$ cat config.mk
export PLATFORM = sky130hd
export DESIGN_NAME = mat_sfr_timing
export DESIGN_NICKNAME = d
export VERILOG_FILES = /design/src/mat_pkg.sv /design/src/mat_wait_timer.sv /design/src/mat_ptr_step.sv /design/src/mat_sfr_timing.sv
export SDC_FILE = /design/constraint.sdc
export NUM_CORES = 1
export LEC_CHECK = 0
export ABC_AREA = 1
export ABC_CLOCK_PERIOD_IN_PS = 6300
export BUFFER_PORTS_ARGS = -buffer_cell sky130_fd_sc_hd__buf_4
export CORE_MARGIN = 2
export CORE_UTILIZATION = 28
export CTS_CLUSTER_DIAMETER = 100
export DETAILED_ROUTE_END_ITERATION = 12
export GPL_ROUTABILITY_DRIVEN = 0
export PLACE_DENSITY = 0.46
export SETUP_SLACK_MARGIN = 0.2
export SYNTH_ARGS = -nofsm -noshare
export SYNTH_HDL_FRONTEND = slang
export SYNTH_SLANG_ARGS = --single-unit
$ cat constraint.sdc
create_clock -name clk_sys_i -period 6.3 [get_ports clk_sys_i]
set_input_delay 1.26 -clock clk_sys_i [delete_from_list [all_inputs] [get_ports clk_sys_i]]
set_output_delay 1.26 -clock clk_sys_i [all_outputs]
set_load 0.02 [all_outputs]
$ cat src/mat_pkg.sv
// Overview of operation
// - code fetch lasts code_wait_field plus one clocks, for settings 4 to 7
// - code wait applies to fetches and table reads; code writes use data strobe
// - a code read cycle lasts between 5 and 8 clocks
// - code writes via external move take at least 4 wait states
// - both pointer extensions and the indirect extension reset to zero
// - pointer moves take address bits 23:16 from that pointer's extension
// - indirect moves use indirect extension, port 2 and the index register
// - select bit 0 picks pointer 0 or pointer 1
// - with toggle enabled, pointer instructions other than jumps invert the select bit
// - decrement bits choose increment or decrement per pointer
// - selected pointer serves pointer moves, table reads, jumps, increments, loads
// - data strobe lasts field plus one clocks for settings 2 to 7
// - data strobe field resets to 7, new value used on next moves
// - internal wait register resets to all ones, RAM, network, flash
// - internal RAM access lasts RAM field plus two clocks
// - network and flash accesses last their field plus three clocks
// - latch strobe stays high duration register plus one clocks
// - latch duration register is 8 bits and resets to 0xFF
// - latch strobe driven only in multiplexed pin modes 001 and 011
// - external writes go to code memory only when program write enabled
package mat_pkg;

    // ----
    // register offsets
    // ----
    localparam logic [7:0] OFF_PTR0_LO = 8'h82;
    localparam logic [7:0] OFF_PTR0_HI = 8'h83;
    localparam logic [7:0] OFF_PTR1_LO = 8'h84;
    localparam logic [7:0] OFF_PTR1_HI = 8'h85;
    localparam logic [7:0] OFF_PTR_SEL = 8'h86;
    localparam logic [7:0] OFF_STROBE_CTL = 8'h8E;
    localparam logic [7:0] OFF_CODE_WAIT = 8'h92;
    localparam logic [7:0] OFF_PTR0_EXT = 8'h93;
    localparam logic [7:0] OFF_PTR1_EXT = 8'h95;
    localparam logic [7:0] OFF_INT_WAIT = 8'h9C;
    localparam logic [7:0] OFF_LATCH_DUR = 8'h9F;
    localparam logic [7:0] OFF_IND_EXT = 8'hEA;

    // ----
    // reset values
    // ----
    localparam logic [15:0] RST_PTR = 16'h0000;
    localparam logic [7:0] RST_PTR_SEL = 8'h00;
    localparam logic [7:0] RST_STROBE_CTL = 8'h07;
    localparam logic [2:0] RST_CODE_WAIT = 3'h7;
    localparam logic [7:0] RST_EXT = 8'h00;
    localparam logic [7:0] RST_INT_WAIT = 8'hFF;
    localparam logic [7:0] RST_LATCH_DUR = 8'hFF;

    // ----
    // field positions
    // ----
    localparam int SEL_BIT = 0;
    localparam int TOGGLE_BIT = 5;
    localparam int DEC0_BIT = 6;
    localparam int DEC1_BIT = 7;
    localparam int RAM_WAIT_LSB = 6;
    localparam int NET_WAIT_LSB = 3;
    localparam int FLASH_WAIT_LSB = 0;

    // ----
    // cycle counts
    // ----
    localparam logic [2:0] CODE_WAIT_MIN = 3'h4;
    localparam logic [2:0] DATA_STROBE_MIN = 3'h2;
    localparam logic [2:0] CODE_WR_WAIT_MIN = 3'h4;
    localparam logic [3:0] RAM_EXTRA = 4'h2;
    localparam logic [3:0] PERIPH_EXTRA = 4'h3;

    // multiplexed pin modes
    localparam logic [2:0] PIN_MODE_MUX1 = 3'h1;
    localparam logic [2:0] PIN_MODE_MUX2 = 3'h3;

    // ----
    // core operations
    // ----
    typedef enum logic [3:0] {
        OP_FETCH = 4'h0,
        OP_PTR_INC = 4'h1,
        OP_PTR_LOAD = 4'h2,
        OP_TABLE_RD = 4'h3,
        OP_JUMP = 4'h4,
        OP_MOVE_PTR_RD = 4'h5,
        OP_MOVE_PTR_WR = 4'h6,
        OP_MOVE_IND_RD = 4'h7,
        OP_MOVE_IND_WR = 4'h8
    } mat_op_t;

    // internal memory targets
    typedef enum logic [1:0] {
        TGT_RAM = 2'h0,
        TGT_NET = 2'h1,
        TGT_FLASH = 2'h2
    } mat_tgt_t;

    // access sequencer states
    typedef enum logic [3:0] {
        ST_IDLE = 4'b0001,
        ST_LATCH = 4'b0010,
        ST_STROBE = 4'b0100,
        ST_DONE = 4'b1000
    } mat_state_t;

endpackage

$ cat src/mat_wait_timer.sv
`timescale 1ns/1ps
// ----
// cycle timer: run stays high for exactly len cycles after start
// ----
module mat_wait_timer #(
    parameter int W = 9
) (
    // clock and reset
    input wire logic clk_sys_i,
    input wire logic resetn_i,
    // control
    input wire logic start_i,
    input wire logic [W-1:0] len_i,
    // status
    output logic run_o,
    output logic last_o
);

    typedef struct packed {
        logic [W-1:0] cnt;
    } mwt_state_t;

    mwt_state_t st;
    mwt_state_t next_st;

    // a restart simply reloads, so back to back phases need no gap
    always_comb begin
        next_st = st;
        if (start_i) begin
            next_st.cnt = len_i;
        end else if (st.cnt != '0) begin
            next_st.cnt = st.cnt - 1'b1;
        end
    end

    always_ff @(posedge clk_sys_i or negedge resetn_i) begin
        if (!resetn_i) begin
            st <= '0;
        end else begin
            st <= next_st;
        end
    end

    assign run_o = (st.cnt != '0);
    assign last_o = (st.cnt == W'(1));

endmodule

$ cat src/mat_ptr_step.sv
`timescale 1ns/1ps
// ----
// pointer step: one increment or decrement of a 16-bit pointer
// ----
module mat_ptr_step (
    // operand
    input wire logic [15:0] ptr_i,
    input wire logic dec_i,
    // result
    output logic [15:0] ptr_o
);

    // wraps silently at both ends, as the core expects
    assign ptr_o = dec_i ? ptr_i - 16'h0001 : ptr_i + 16'h0001;

endmodule

$ cat src/mat_sfr_timing.sv
`timescale 1ns/1ps
module mat_sfr_timing (
    // clock and reset
    input wire logic clk_sys_i,
    input wire logic resetn_i,
    // special-function register port
    input wire logic [7:0] sfr_addr_i,
    input wire logic sfr_wr_i,
    input wire logic sfr_rd_i,
    input wire logic [7:0] sfr_wdata_i,
    output logic [7:0] sfr_rdata_o,
    output logic sfr_hit_o,
    // operation request from the instruction sequencer
    input wire logic op_valid_i,
    input wire mat_pkg::mat_op_t op_code_i,
    input wire logic [15:0] op_addr_i,
    input wire logic [7:0] acc_i,
    input wire logic [7:0] index_i,
    input wire logic [7:0] port2_i,
    input wire logic program_write_enable_bit_i,
    input wire logic [2:0] external_pin_mode_i,
    output logic op_busy_o,
    output logic op_done_o,
    output logic [15:0] jump_addr_o,
    // memory side
    output logic [23:0] mem_addr_o,
    output logic code_rd_o,
    output logic code_wr_o,
    output logic data_rd_o,
    output logic data_wr_o,
    output logic latch_strobe_o,
    // internal memory access
    input wire logic int_req_i,
    input wire mat_pkg::mat_tgt_t int_tgt_i,
    output logic int_busy_o,
    output logic int_done_o
);
    import mat_pkg::*;

    // ----
    // state
    // ----
    typedef struct packed {
        logic [15:0] pointer0_pair;
        logic [15:0] pointer1_pair;
        logic pointer1_decrement_bit;
        logic pointer0_decrement_bit;
        logic toggle_enable_bit;
        logic select_bit;
        logic [1:0] strobe_ctl_upper;
        logic [2:0] data_strobe_field;
        logic [2:0] code_wait_field;
        logic [7:0] pointer0_extension;
        logic [7:0] pointer1_extension;
        logic [7:0] internal_wait_states;
        logic [7:0] latch_strobe_duration;
        logic [7:0] indirect_move_extension;
        mat_state_t seq;
        logic [3:0] width;
        logic to_code;
        logic is_write;
        logic [23:0] addr;
        logic code_rd;
        logic code_wr;
        logic data_rd;
        logic data_wr;
        logic latch;
        logic busy;
        logic done;
        logic [15:0] jump_addr;
        logic int_busy;
        logic int_done;
        logic [7:0] rdata;
        logic hit;
    } mat_regs_t;

    mat_regs_t st;
    mat_regs_t next_st;

    // ----
    // timers and pointer steppers
    // ----
    logic ext_start;
    logic [8:0] ext_len;
    logic ext_last;
    logic int_start;
    logic [8:0] int_len;
    logic int_run;
    logic int_last;
    logic [15:0] ptr0_stepped;
    logic [15:0] ptr1_stepped;

    mat_wait_timer #(.W(9)) u_ext_timer (
        .clk_sys_i(clk_sys_i),
        .resetn_i(resetn_i),
        .start_i(ext_start),
        .len_i(ext_len),
        .run_o(),
        .last_o(ext_last)
    );

    mat_wait_timer #(.W(9)) u_int_timer (
        .clk_sys_i(clk_sys_i),
        .resetn_i(resetn_i),
        .start_i(int_start),
        .len_i(int_len),
        .run_o(int_run),
        .last_o(int_last)
    );

    mat_ptr_step u_step0 (
        .ptr_i(st.pointer0_pair),
        .dec_i(st.pointer0_decrement_bit),
        .ptr_o(ptr0_stepped)
    );

    mat_ptr_step u_step1 (
        .ptr_i(st.pointer1_pair),
        .dec_i(st.pointer1_decrement_bit),
        .ptr_o(ptr1_stepped)
    );

    // ----
    // derived widths
    // ----
    logic [2:0] code_wait_eff;
    logic [2:0] data_strobe_eff;
    logic [2:0] code_wr_eff;
    logic [15:0] sel_ptr;
    logic [7:0] sel_ext;
    logic mux_mode;

    // unused low settings are raised to the fastest legal value
    always_comb begin
        code_wait_eff = (st.code_wait_field < CODE_WAIT_MIN) ?
            CODE_WAIT_MIN : st.code_wait_field;
        data_strobe_eff = (st.data_strobe_field < DATA_STROBE_MIN) ?
            DATA_STROBE_MIN : st.data_strobe_field;
        code_wr_eff = (data_strobe_eff < CODE_WR_WAIT_MIN) ?
            CODE_WR_WAIT_MIN : data_strobe_eff;
        sel_ptr = st.select_bit ? st.pointer1_pair
                                : st.pointer0_pair;
        sel_ext = st.select_bit ? st.pointer1_extension
                                : st.pointer0_extension;
        mux_mode = (external_pin_mode_i == PIN_MODE_MUX1) ||
                   (external_pin_mode_i == PIN_MODE_MUX2);
    end

    // ----
    // next state
    // ----
    logic take;
    logic toggles;
    logic is_move;
    logic is_wr;

    always_comb begin
        next_st = st;
        ext_start = 1'b0;
        ext_len = 9'h000;
        int_start = 1'b0;
        int_len = 9'h000;
        next_st.done = 1'b0;
        next_st.int_done = 1'b0;
        take = op_valid_i && !st.busy;
        is_move = (op_code_i == OP_MOVE_PTR_RD) ||
                  (op_code_i == OP_MOVE_PTR_WR) ||
                  (op_code_i == OP_MOVE_IND_RD) ||
                  (op_code_i == OP_MOVE_IND_WR);
        is_wr = (op_code_i == OP_MOVE_PTR_WR) ||
                (op_code_i == OP_MOVE_IND_WR);
        toggles = (op_code_i == OP_PTR_INC) ||
                  (op_code_i == OP_PTR_LOAD) ||
                  (op_code_i == OP_TABLE_RD) ||
                  (op_code_i == OP_MOVE_PTR_RD) ||
                  (op_code_i == OP_MOVE_PTR_WR);

        // register writes; a same-cycle pointer operation overrides
        if (sfr_wr_i) begin
            case (sfr_addr_i)
                OFF_PTR0_LO: next_st.pointer0_pair[7:0] = sfr_wdata_i;
                OFF_PTR0_HI: next_st.pointer0_pair[15:8] = sfr_wdata_i;
                OFF_PTR1_LO: next_st.pointer1_pair[7:0] = sfr_wdata_i;
                OFF_PTR1_HI: next_st.pointer1_pair[15:8] = sfr_wdata_i;
                OFF_PTR_SEL: begin
                    next_st.select_bit = sfr_wdata_i[SEL_BIT];
                    next_st.toggle_enable_bit = sfr_wdata_i[TOGGLE_BIT];
                    next_st.pointer0_decrement_bit = sfr_wdata_i[DEC0_BIT];
                    next_st.pointer1_decrement_bit = sfr_wdata_i[DEC1_BIT];
                end
                OFF_STROBE_CTL: begin
                    next_st.strobe_ctl_upper = sfr_wdata_i[7:6];
                    next_st.data_strobe_field = sfr_wdata_i[2:0];
                end
                OFF_CODE_WAIT: next_st.code_wait_field = sfr_wdata_i[2:0];
                OFF_PTR0_EXT: next_st.pointer0_extension = sfr_wdata_i;
                OFF_PTR1_EXT: next_st.pointer1_extension = sfr_wdata_i;
                OFF_INT_WAIT: next_st.internal_wait_states = sfr_wdata_i;
                OFF_LATCH_DUR: next_st.latch_strobe_duration = sfr_wdata_i;
                OFF_IND_EXT: next_st.indirect_move_extension = sfr_wdata_i;
                default: begin
                end
            endcase
        end

        // register reads, answered one cycle later
        next_st.rdata = 8'h00;
        next_st.hit = 1'b0;
        if (sfr_rd_i) begin
            next_st.hit = 1'b1;
            case (sfr_addr_i)
                OFF_PTR0_LO: next_st.rdata = st.pointer0_pair[7:0];
                OFF_PTR0_HI: next_st.rdata = st.pointer0_pair[15:8];
                OFF_PTR1_LO: next_st.rdata = st.pointer1_pair[7:0];
                OFF_PTR1_HI: next_st.rdata = st.pointer1_pair[15:8];
                OFF_PTR_SEL: next_st.rdata = {st.pointer1_decrement_bit,
                    st.pointer0_decrement_bit, st.toggle_enable_bit,
                    4'h0, st.select_bit};
                OFF_STROBE_CTL: next_st.rdata = {st.strobe_ctl_upper,
                    3'h0, st.data_strobe_field};
                OFF_CODE_WAIT: next_st.rdata = {5'h00, st.code_wait_field};
                OFF_PTR0_EXT: next_st.rdata = st.pointer0_extension;
                OFF_PTR1_EXT: next_st.rdata = st.pointer1_extension;
                OFF_INT_WAIT: next_st.rdata = st.internal_wait_states;
                OFF_LATCH_DUR: next_st.rdata = st.latch_strobe_duration;
                OFF_IND_EXT: next_st.rdata = st.indirect_move_extension;
                default: next_st.hit = 1'b0;
            endcase
        end

        // pointer effects of an accepted operation
        if (take) begin
            if (op_code_i == OP_PTR_INC) begin
                if (st.select_bit) begin
                    next_st.pointer1_pair = ptr1_stepped;
                end else begin
                    next_st.pointer0_pair = ptr0_stepped;
                end
            end
            if (op_code_i == OP_PTR_LOAD) begin
                if (st.select_bit) begin
                    next_st.pointer1_pair = op_addr_i;
                end else begin
                    next_st.pointer0_pair = op_addr_i;
                end
            end
            if (toggles && st.toggle_enable_bit) begin
                next_st.select_bit = !st.select_bit;
            end
            if (op_code_i == OP_JUMP) begin
                next_st.jump_addr = sel_ptr + {8'h00, acc_i};
            end
        end

        // access sequencer
        case (st.seq)
            ST_IDLE: begin
                if (take && (op_code_i == OP_FETCH ||
                             op_code_i == OP_TABLE_RD || is_move)) begin
                    next_st.busy = 1'b1;
                    next_st.is_write = is_move && is_wr;
                    next_st.to_code = !is_move ||
                        (is_wr && program_write_enable_bit_i);
                    if (op_code_i == OP_FETCH) begin
                        next_st.addr = {8'h00, op_addr_i};
                    end else if (op_code_i == OP_TABLE_RD) begin
                        next_st.addr = {8'h00, sel_ptr + {8'h00, acc_i}};
                    end else if (op_code_i == OP_MOVE_PTR_RD ||
                                 op_code_i == OP_MOVE_PTR_WR) begin
                        next_st.addr = {sel_ext, sel_ptr};
                    end else begin
                        next_st.addr = {st.indirect_move_extension,
                            port2_i, index_i};
                    end
                    // strobe length chosen per access kind
                    if (!is_move) begin
                        next_st.width = {1'b0, code_wait_eff} + 4'h1;
                    end else if (is_wr && program_write_enable_bit_i) begin
                        next_st.width = {1'b0, code_wr_eff} + 4'h1;
                    end else begin
                        next_st.width = {1'b0, data_strobe_eff} + 4'h1;
                    end
                    if (is_move && !next_st.to_code && mux_mode) begin
                        ext_start = 1'b1;
                        ext_len = {1'b0, st.latch_strobe_duration}
                            + 9'h001;
                        next_st.seq = ST_LATCH;
                    end else begin
                        ext_start = 1'b1;
                        ext_len = {5'h00, next_st.width};
                        next_st.seq = ST_STROBE;
                    end
                end else if (take) begin
                    // register-only operations finish at once
                    next_st.done = 1'b1;
                end
            end
            ST_LATCH: begin
                if (ext_last) begin
                    ext_start = 1'b1;
                    ext_len = {5'h00, st.width};
                    next_st.seq = ST_STROBE;
                end
            end
            ST_STROBE: begin
                if (ext_last) begin
                    next_st.seq = ST_DONE;
                end
            end
            ST_DONE: begin
                next_st.busy = 1'b0;
                next_st.done = 1'b1;
                next_st.seq = ST_IDLE;
            end
            default: begin
                next_st.busy = 1'b0;
                next_st.seq = ST_IDLE;
            end
        endcase

        // strobes registered from the next state so they track the timer
        next_st.latch = (next_st.seq == ST_LATCH);
        next_st.code_rd = (next_st.seq == ST_STROBE) &&
            next_st.to_code && !next_st.is_write;
        next_st.code_wr = (next_st.seq == ST_STROBE) &&
            next_st.to_code && next_st.is_write;
        next_st.data_rd = (next_st.seq == ST_STROBE) &&
            !next_st.to_code && !next_st.is_write;
        next_st.data_wr = (next_st.seq == ST_STROBE) &&
            !next_st.to_code && next_st.is_write;

        // internal memory accesses run independently of the pins
        if (int_req_i && !st.int_busy) begin
            int_start = 1'b1;
            case (int_tgt_i)
                TGT_RAM: int_len = {5'h00, RAM_EXTRA + {2'b00,
                    st.internal_wait_states[RAM_WAIT_LSB +: 2]}};
                TGT_NET: int_len = {5'h00, PERIPH_EXTRA + {1'b0,
                    st.internal_wait_states[NET_WAIT_LSB +: 3]}};
                default: int_len = {5'h00, PERIPH_EXTRA + {1'b0,
                    st.internal_wait_states[FLASH_WAIT_LSB +: 3]}};
            endcase
            next_st.int_busy = 1'b1;
        end else if (st.int_busy && int_last) begin
            next_st.int_busy = 1'b0;
            next_st.int_done = 1'b1;
        end else if (st.int_busy && !int_run) begin
            next_st.int_busy = 1'b0;
        end
    end

    // ----
    // registers
    // ----
    always_ff @(posedge clk_sys_i or negedge resetn_i) begin
        if (!resetn_i) begin
            st <= '0;
            st.pointer0_pair <= RST_PTR;
            st.pointer1_pair <= RST_PTR;
            st.select_bit <= RST_PTR_SEL[SEL_BIT];
            st.toggle_enable_bit <= RST_PTR_SEL[TOGGLE_BIT];
            st.pointer0_decrement_bit <= RST_PTR_SEL[DEC0_BIT];
            st.pointer1_decrement_bit <= RST_PTR_SEL[DEC1_BIT];
            st.strobe_ctl_upper <= RST_STROBE_CTL[7:6];
            st.data_strobe_field <= RST_STROBE_CTL[2:0];
            st.code_wait_field <= RST_CODE_WAIT;
            st.pointer0_extension <= RST_EXT;
            st.pointer1_extension <= RST_EXT;
            st.indirect_move_extension <= RST_EXT;
            st.internal_wait_states <= RST_INT_WAIT;
            st.latch_strobe_duration <= RST_LATCH_DUR;
            st.seq <= ST_IDLE;
        end else begin
            st <= next_st;
        end
    end

    // ----
    // outputs, all straight from flops
    // ----
    assign sfr_rdata_o = st.rdata;
    assign sfr_hit_o = st.hit;
    assign op_busy_o = st.busy;
    assign op_done_o = st.done;
    assign jump_addr_o = st.jump_addr;
    assign mem_addr_o = st.addr;
    assign code_rd_o = st.code_rd;
    assign code_wr_o = st.code_wr;
    assign data_rd_o = st.data_rd;
    assign data_wr_o = st.data_wr;
    assign latch_strobe_o = st.latch;
    assign int_busy_o = st.int_busy;
    assign int_done_o = st.int_done;

endmodule

==> flow_summary.toml <==
[drt]
drc = 0
vias = 12300
wl_per_cell_um = 18.84
drtAntennaViolNets = 0
drt_iter0_drc = 1126
drt-vias-per-instance = 4.912
wl_mm = 47.18
drt_pass1_iterations = 6

[outcome]
status = "finished clean"

[timing]
fin_hold_ws_ps = 478.1
tightest_slew_ps = 1105
finalSetupViolCount = 0
skew_ps = 14.37
finalHoldViolations = 0
drv_slew = 0
rsz0062_at_grt = "no"
timing.fmax_ghz = 0.2428
slew_headroom = 0.2609
setup_tns_ps = 0
setup_ws_ps = 2181
finalCritPeriodShare = 0.6538
finalCriticalPeriod_ps = 4119

[cts]
cts_buffers = 17
tritoncts = "yes"
root_buffer = "clkbuf_16"
ctsHoldBuffers = 0
cts_resized = 0
post_cts_buffers = 0
clock-sinks = 170
clk_pin_slew_worst_paths_ps = 70
clock_latency_ps = 450
htreeDepth = 4
clockBufferDepth = 2

[pwr]
max-vdd-ir-drop_v = 0.0001857
power_uw = 5048
power_density_nw_per_um2 = 355.7
power_leakage_uw = 0.007214

[final_layout]
drive_above_1_share = 0.1230
finalNetCount = 2016
fillers = 4896
area_growth_pct = 14.72
stdcell_area_um2 = 14190

[critical_path]
worstRegToRegCells = 10
crit_chain = "buf_4 -> inv_1 -> nor2_2 -> buf_4 -> inv_1 -> nor2_1 -> nand2_2 -> inv_2 -> nand2_1 -> o211ai_1 -> o21ai_1 -> nor2_1"
cp_slowest_cell = "inv_2"
crit_path_max_fanout = 40
startpoint_type = "input pin"
crit_required_ps = 6680
r2r_slack_ps = 2650
crit_arrival_ps = 4500
r2r_start = "op_busy_o$_DFFE_PN0P_"
crit_type = "input pin to flip-flop"
cpPeakStageDelay_ps = 720
endpoint_kind = "flip-flop"
r2r_end = "data_rd_o$_DFF_PN0_"

[yosys]
syn_inst = 1836
synth_edf_count = 0
synth.net_count = 1955
netlist_area_um2 = 12370
ys_types = 51
async_flop_share = 1.000
ys.flop_type = "dfrtp_1"
syn_area_per_cell_um2 = 6.738
yosysSeqAreaShare = 0.3462
yosys_warnings = 0
ys_ff_latch = 170

[global_route]
grt_pass1_vias = 11790
overflow = 0
antenna_found_initial = 2
grt_max_degree = 91
grt_use_total = 0.2043
grt_pass1_wl_mm = 71.88

[floorplan]
io_pins = 130
row_count = 77
fp.dieW_um = 214.2
fp.dieH_um = 214.2
start_util = 0.2816
dieArea_um2 = 45880
core_area_um2 = 43930

[min_path]
hold_start = "jump_addr_o[0]$_DFFE_PN0P_"
hold_class = "flip-flop to flip-flop"
min_to = "jump_addr_o[0]$_DFFE_PN0P_"
worstHoldPathCells = 2

[placed_design]
place_area_um2 = 13570
dp_hpwl_mm = 36.71
pre_cts_ws_ps = 1782
port-buffer-count = 128

[job]
max_cap_violations = 0
## cell usage after synthesis (3+ instances only)
| library cell | n | area share |
|---|---|---|
| o21bai_1 | 8 | 0.0049 |
| nand4_1 | 17 | 0.0086 |
| o22ai_1 | 17 | 0.0086 |
| nand3b_1 | 7 | 0.0042 |
| nand2_2 | 7 | 0.0035 |
| xor2_1 | 11 | 0.0078 |
| buf_2 | 16 | 0.0065 |
| dfstp_2 | 23 | 0.049 |
| nand3_2 | 5 | 0.0040 |
| a211oi_1 | 3 | 0.0018 |
| inv_2 | 6 | 0.0018 |
| a31oi_1 | 4 | 0.0020 |
| or2_2 | 8 | 0.0040 |
| nor3_4 | 4 | 0.0053 |
| fa_1 | 3 | 0.0049 |
| nor2_1 | 145 | 0.044 |
| o21ai_0 | 179 | 0.072 |
| o21a_1 | 3 | 0.0018 |
| ha_1 | 44 | 0.044 |
| nor2_2 | 7 | 0.0035 |
| dfrtp_1 | 147 | 0.30 |
| nand3_1 | 153 | 0.062 |
| a22oi_1 | 4 | 0.0024 |
| clkbuf_1 | 23 | 0.0070 |
| inv_1 | 233 | 0.071 |
| xnor2_1 | 10 | 0.0071 |
| buf_4 | 50 | 0.030 |
| a21oi_1 | 75 | 0.030 |
| o211ai_1 | 19 | 0.012 |
| nor3_1 | 23 | 0.0093 |
| nand2_1 | 541 | 0.16 |
| o21ai_1 | 12 | 0.0049 |
## per-layer routing
metal  share of wire  GRT usage
met1            0.47     0.2881
met2            0.44     0.3232
met3           0.066    0.03603
met4           0.020    0.05139
met5               0          0
## where the power goes
group / internal (µW) / switching, µW
registers: 1390 / 285
clock network: 593 / 540
logic: 778 / 1460
## worst max-delay path: cells and delay by family
family          cells  cell delay (ps)
buf+inv             5             1690
compound gates      2              430
simple gates        5             1090
## cells in the final DEF (no fill, tap or decap), types with 8 or more instances in the layout
cell type	count
o22ai_1	17
nand2_1	541
o21ai_0	179
o21bai_1	8
nand4_1	17
buf_4	132
dfstp_2	23
xnor2_1	10
o211ai_1	19
inv_1	233
nand3_1	153
clkbuf_16	18
dfrtp_1	147
o21ai_1	12
nor3_1	23
or2_2	8
nor2_1	145
xor2_1	11
a21oi_1	75
ha_1	44
## worst max path at each step
stage                 startpoint                            end  slack (ps)  depth (start not counted)
CTS                   op_valid_i            data_wr_o$_DFF_PN0_        2250                         12
detailed placement    op_valid_i            data_wr_o$_DFF_PN0_        1780                         12
finish                op_valid_i            data_rd_o$_DFF_PN0_        2180                         12
global placement      op_valid_i            data_rd_o$_DFF_PN0_        1810                         12
floorplan           op_code_i[1]  u_ext_timer.st[1]$_DFFE_PN0P_        3510                         12
global route          op_valid_i            data_rd_o$_DFF_PN0_        1870                         12
## per-stage QoR
stage	cells	util
4_1_cts	2502	0.3229
2_1_floorplan	1836	-
3_3_place_gp	2470	0.3088
6_report	2504	0.3231
3_5_place_dp	2470	0.3088
5_1_grt	2502	0.3229
## logic make-up after synthesis
logic type               count (synthesis)  share of synthesized area
XOR/XNOR                                21                    0.01487
flip-flops                             170                     0.3462
buffers and inverters                  331                     0.1172
adder cells (fa/ha/maj)                 47                    0.04935
AO/OA/AOI/OAI                          339                     0.1516
multiplexers                             2                   0.001618
AND/OR/NAND/NOR                        926                     0.3192
## layout make-up
class	instances	area [µm²]	share of cell area
repair buffers	133	1002	0.07062
multi-input cells	1335	6639	0.4678
diodes	2	5.005	0.0003526
inverters	240	900.9	0.06348
clock buffers	18	450.4	0.03174
flip-flops and latches	170	4283	0.3018
well taps	592	740.7	0.05219
clock inverters	14	171.4	0.01208
## sequential cells by signal, indices dropped and copies added (netlist names)
signal          cells
u_int_timer.st      9
data_wr_o           1
u_ext_timer.st      9
code_wr_o           1
sfr_hit_o           1
int_busy_o          1
code_rd_o           1
int_done_o          1
latch_strobe_o      1
st                 94
op_done_o           1
op_busy_o           1
sfr_rdata_o         8
mem_addr_o         24
data_rd_o           1
jump_addr_o        16
No activity file was read; power rests on OpenSTA's default activity.
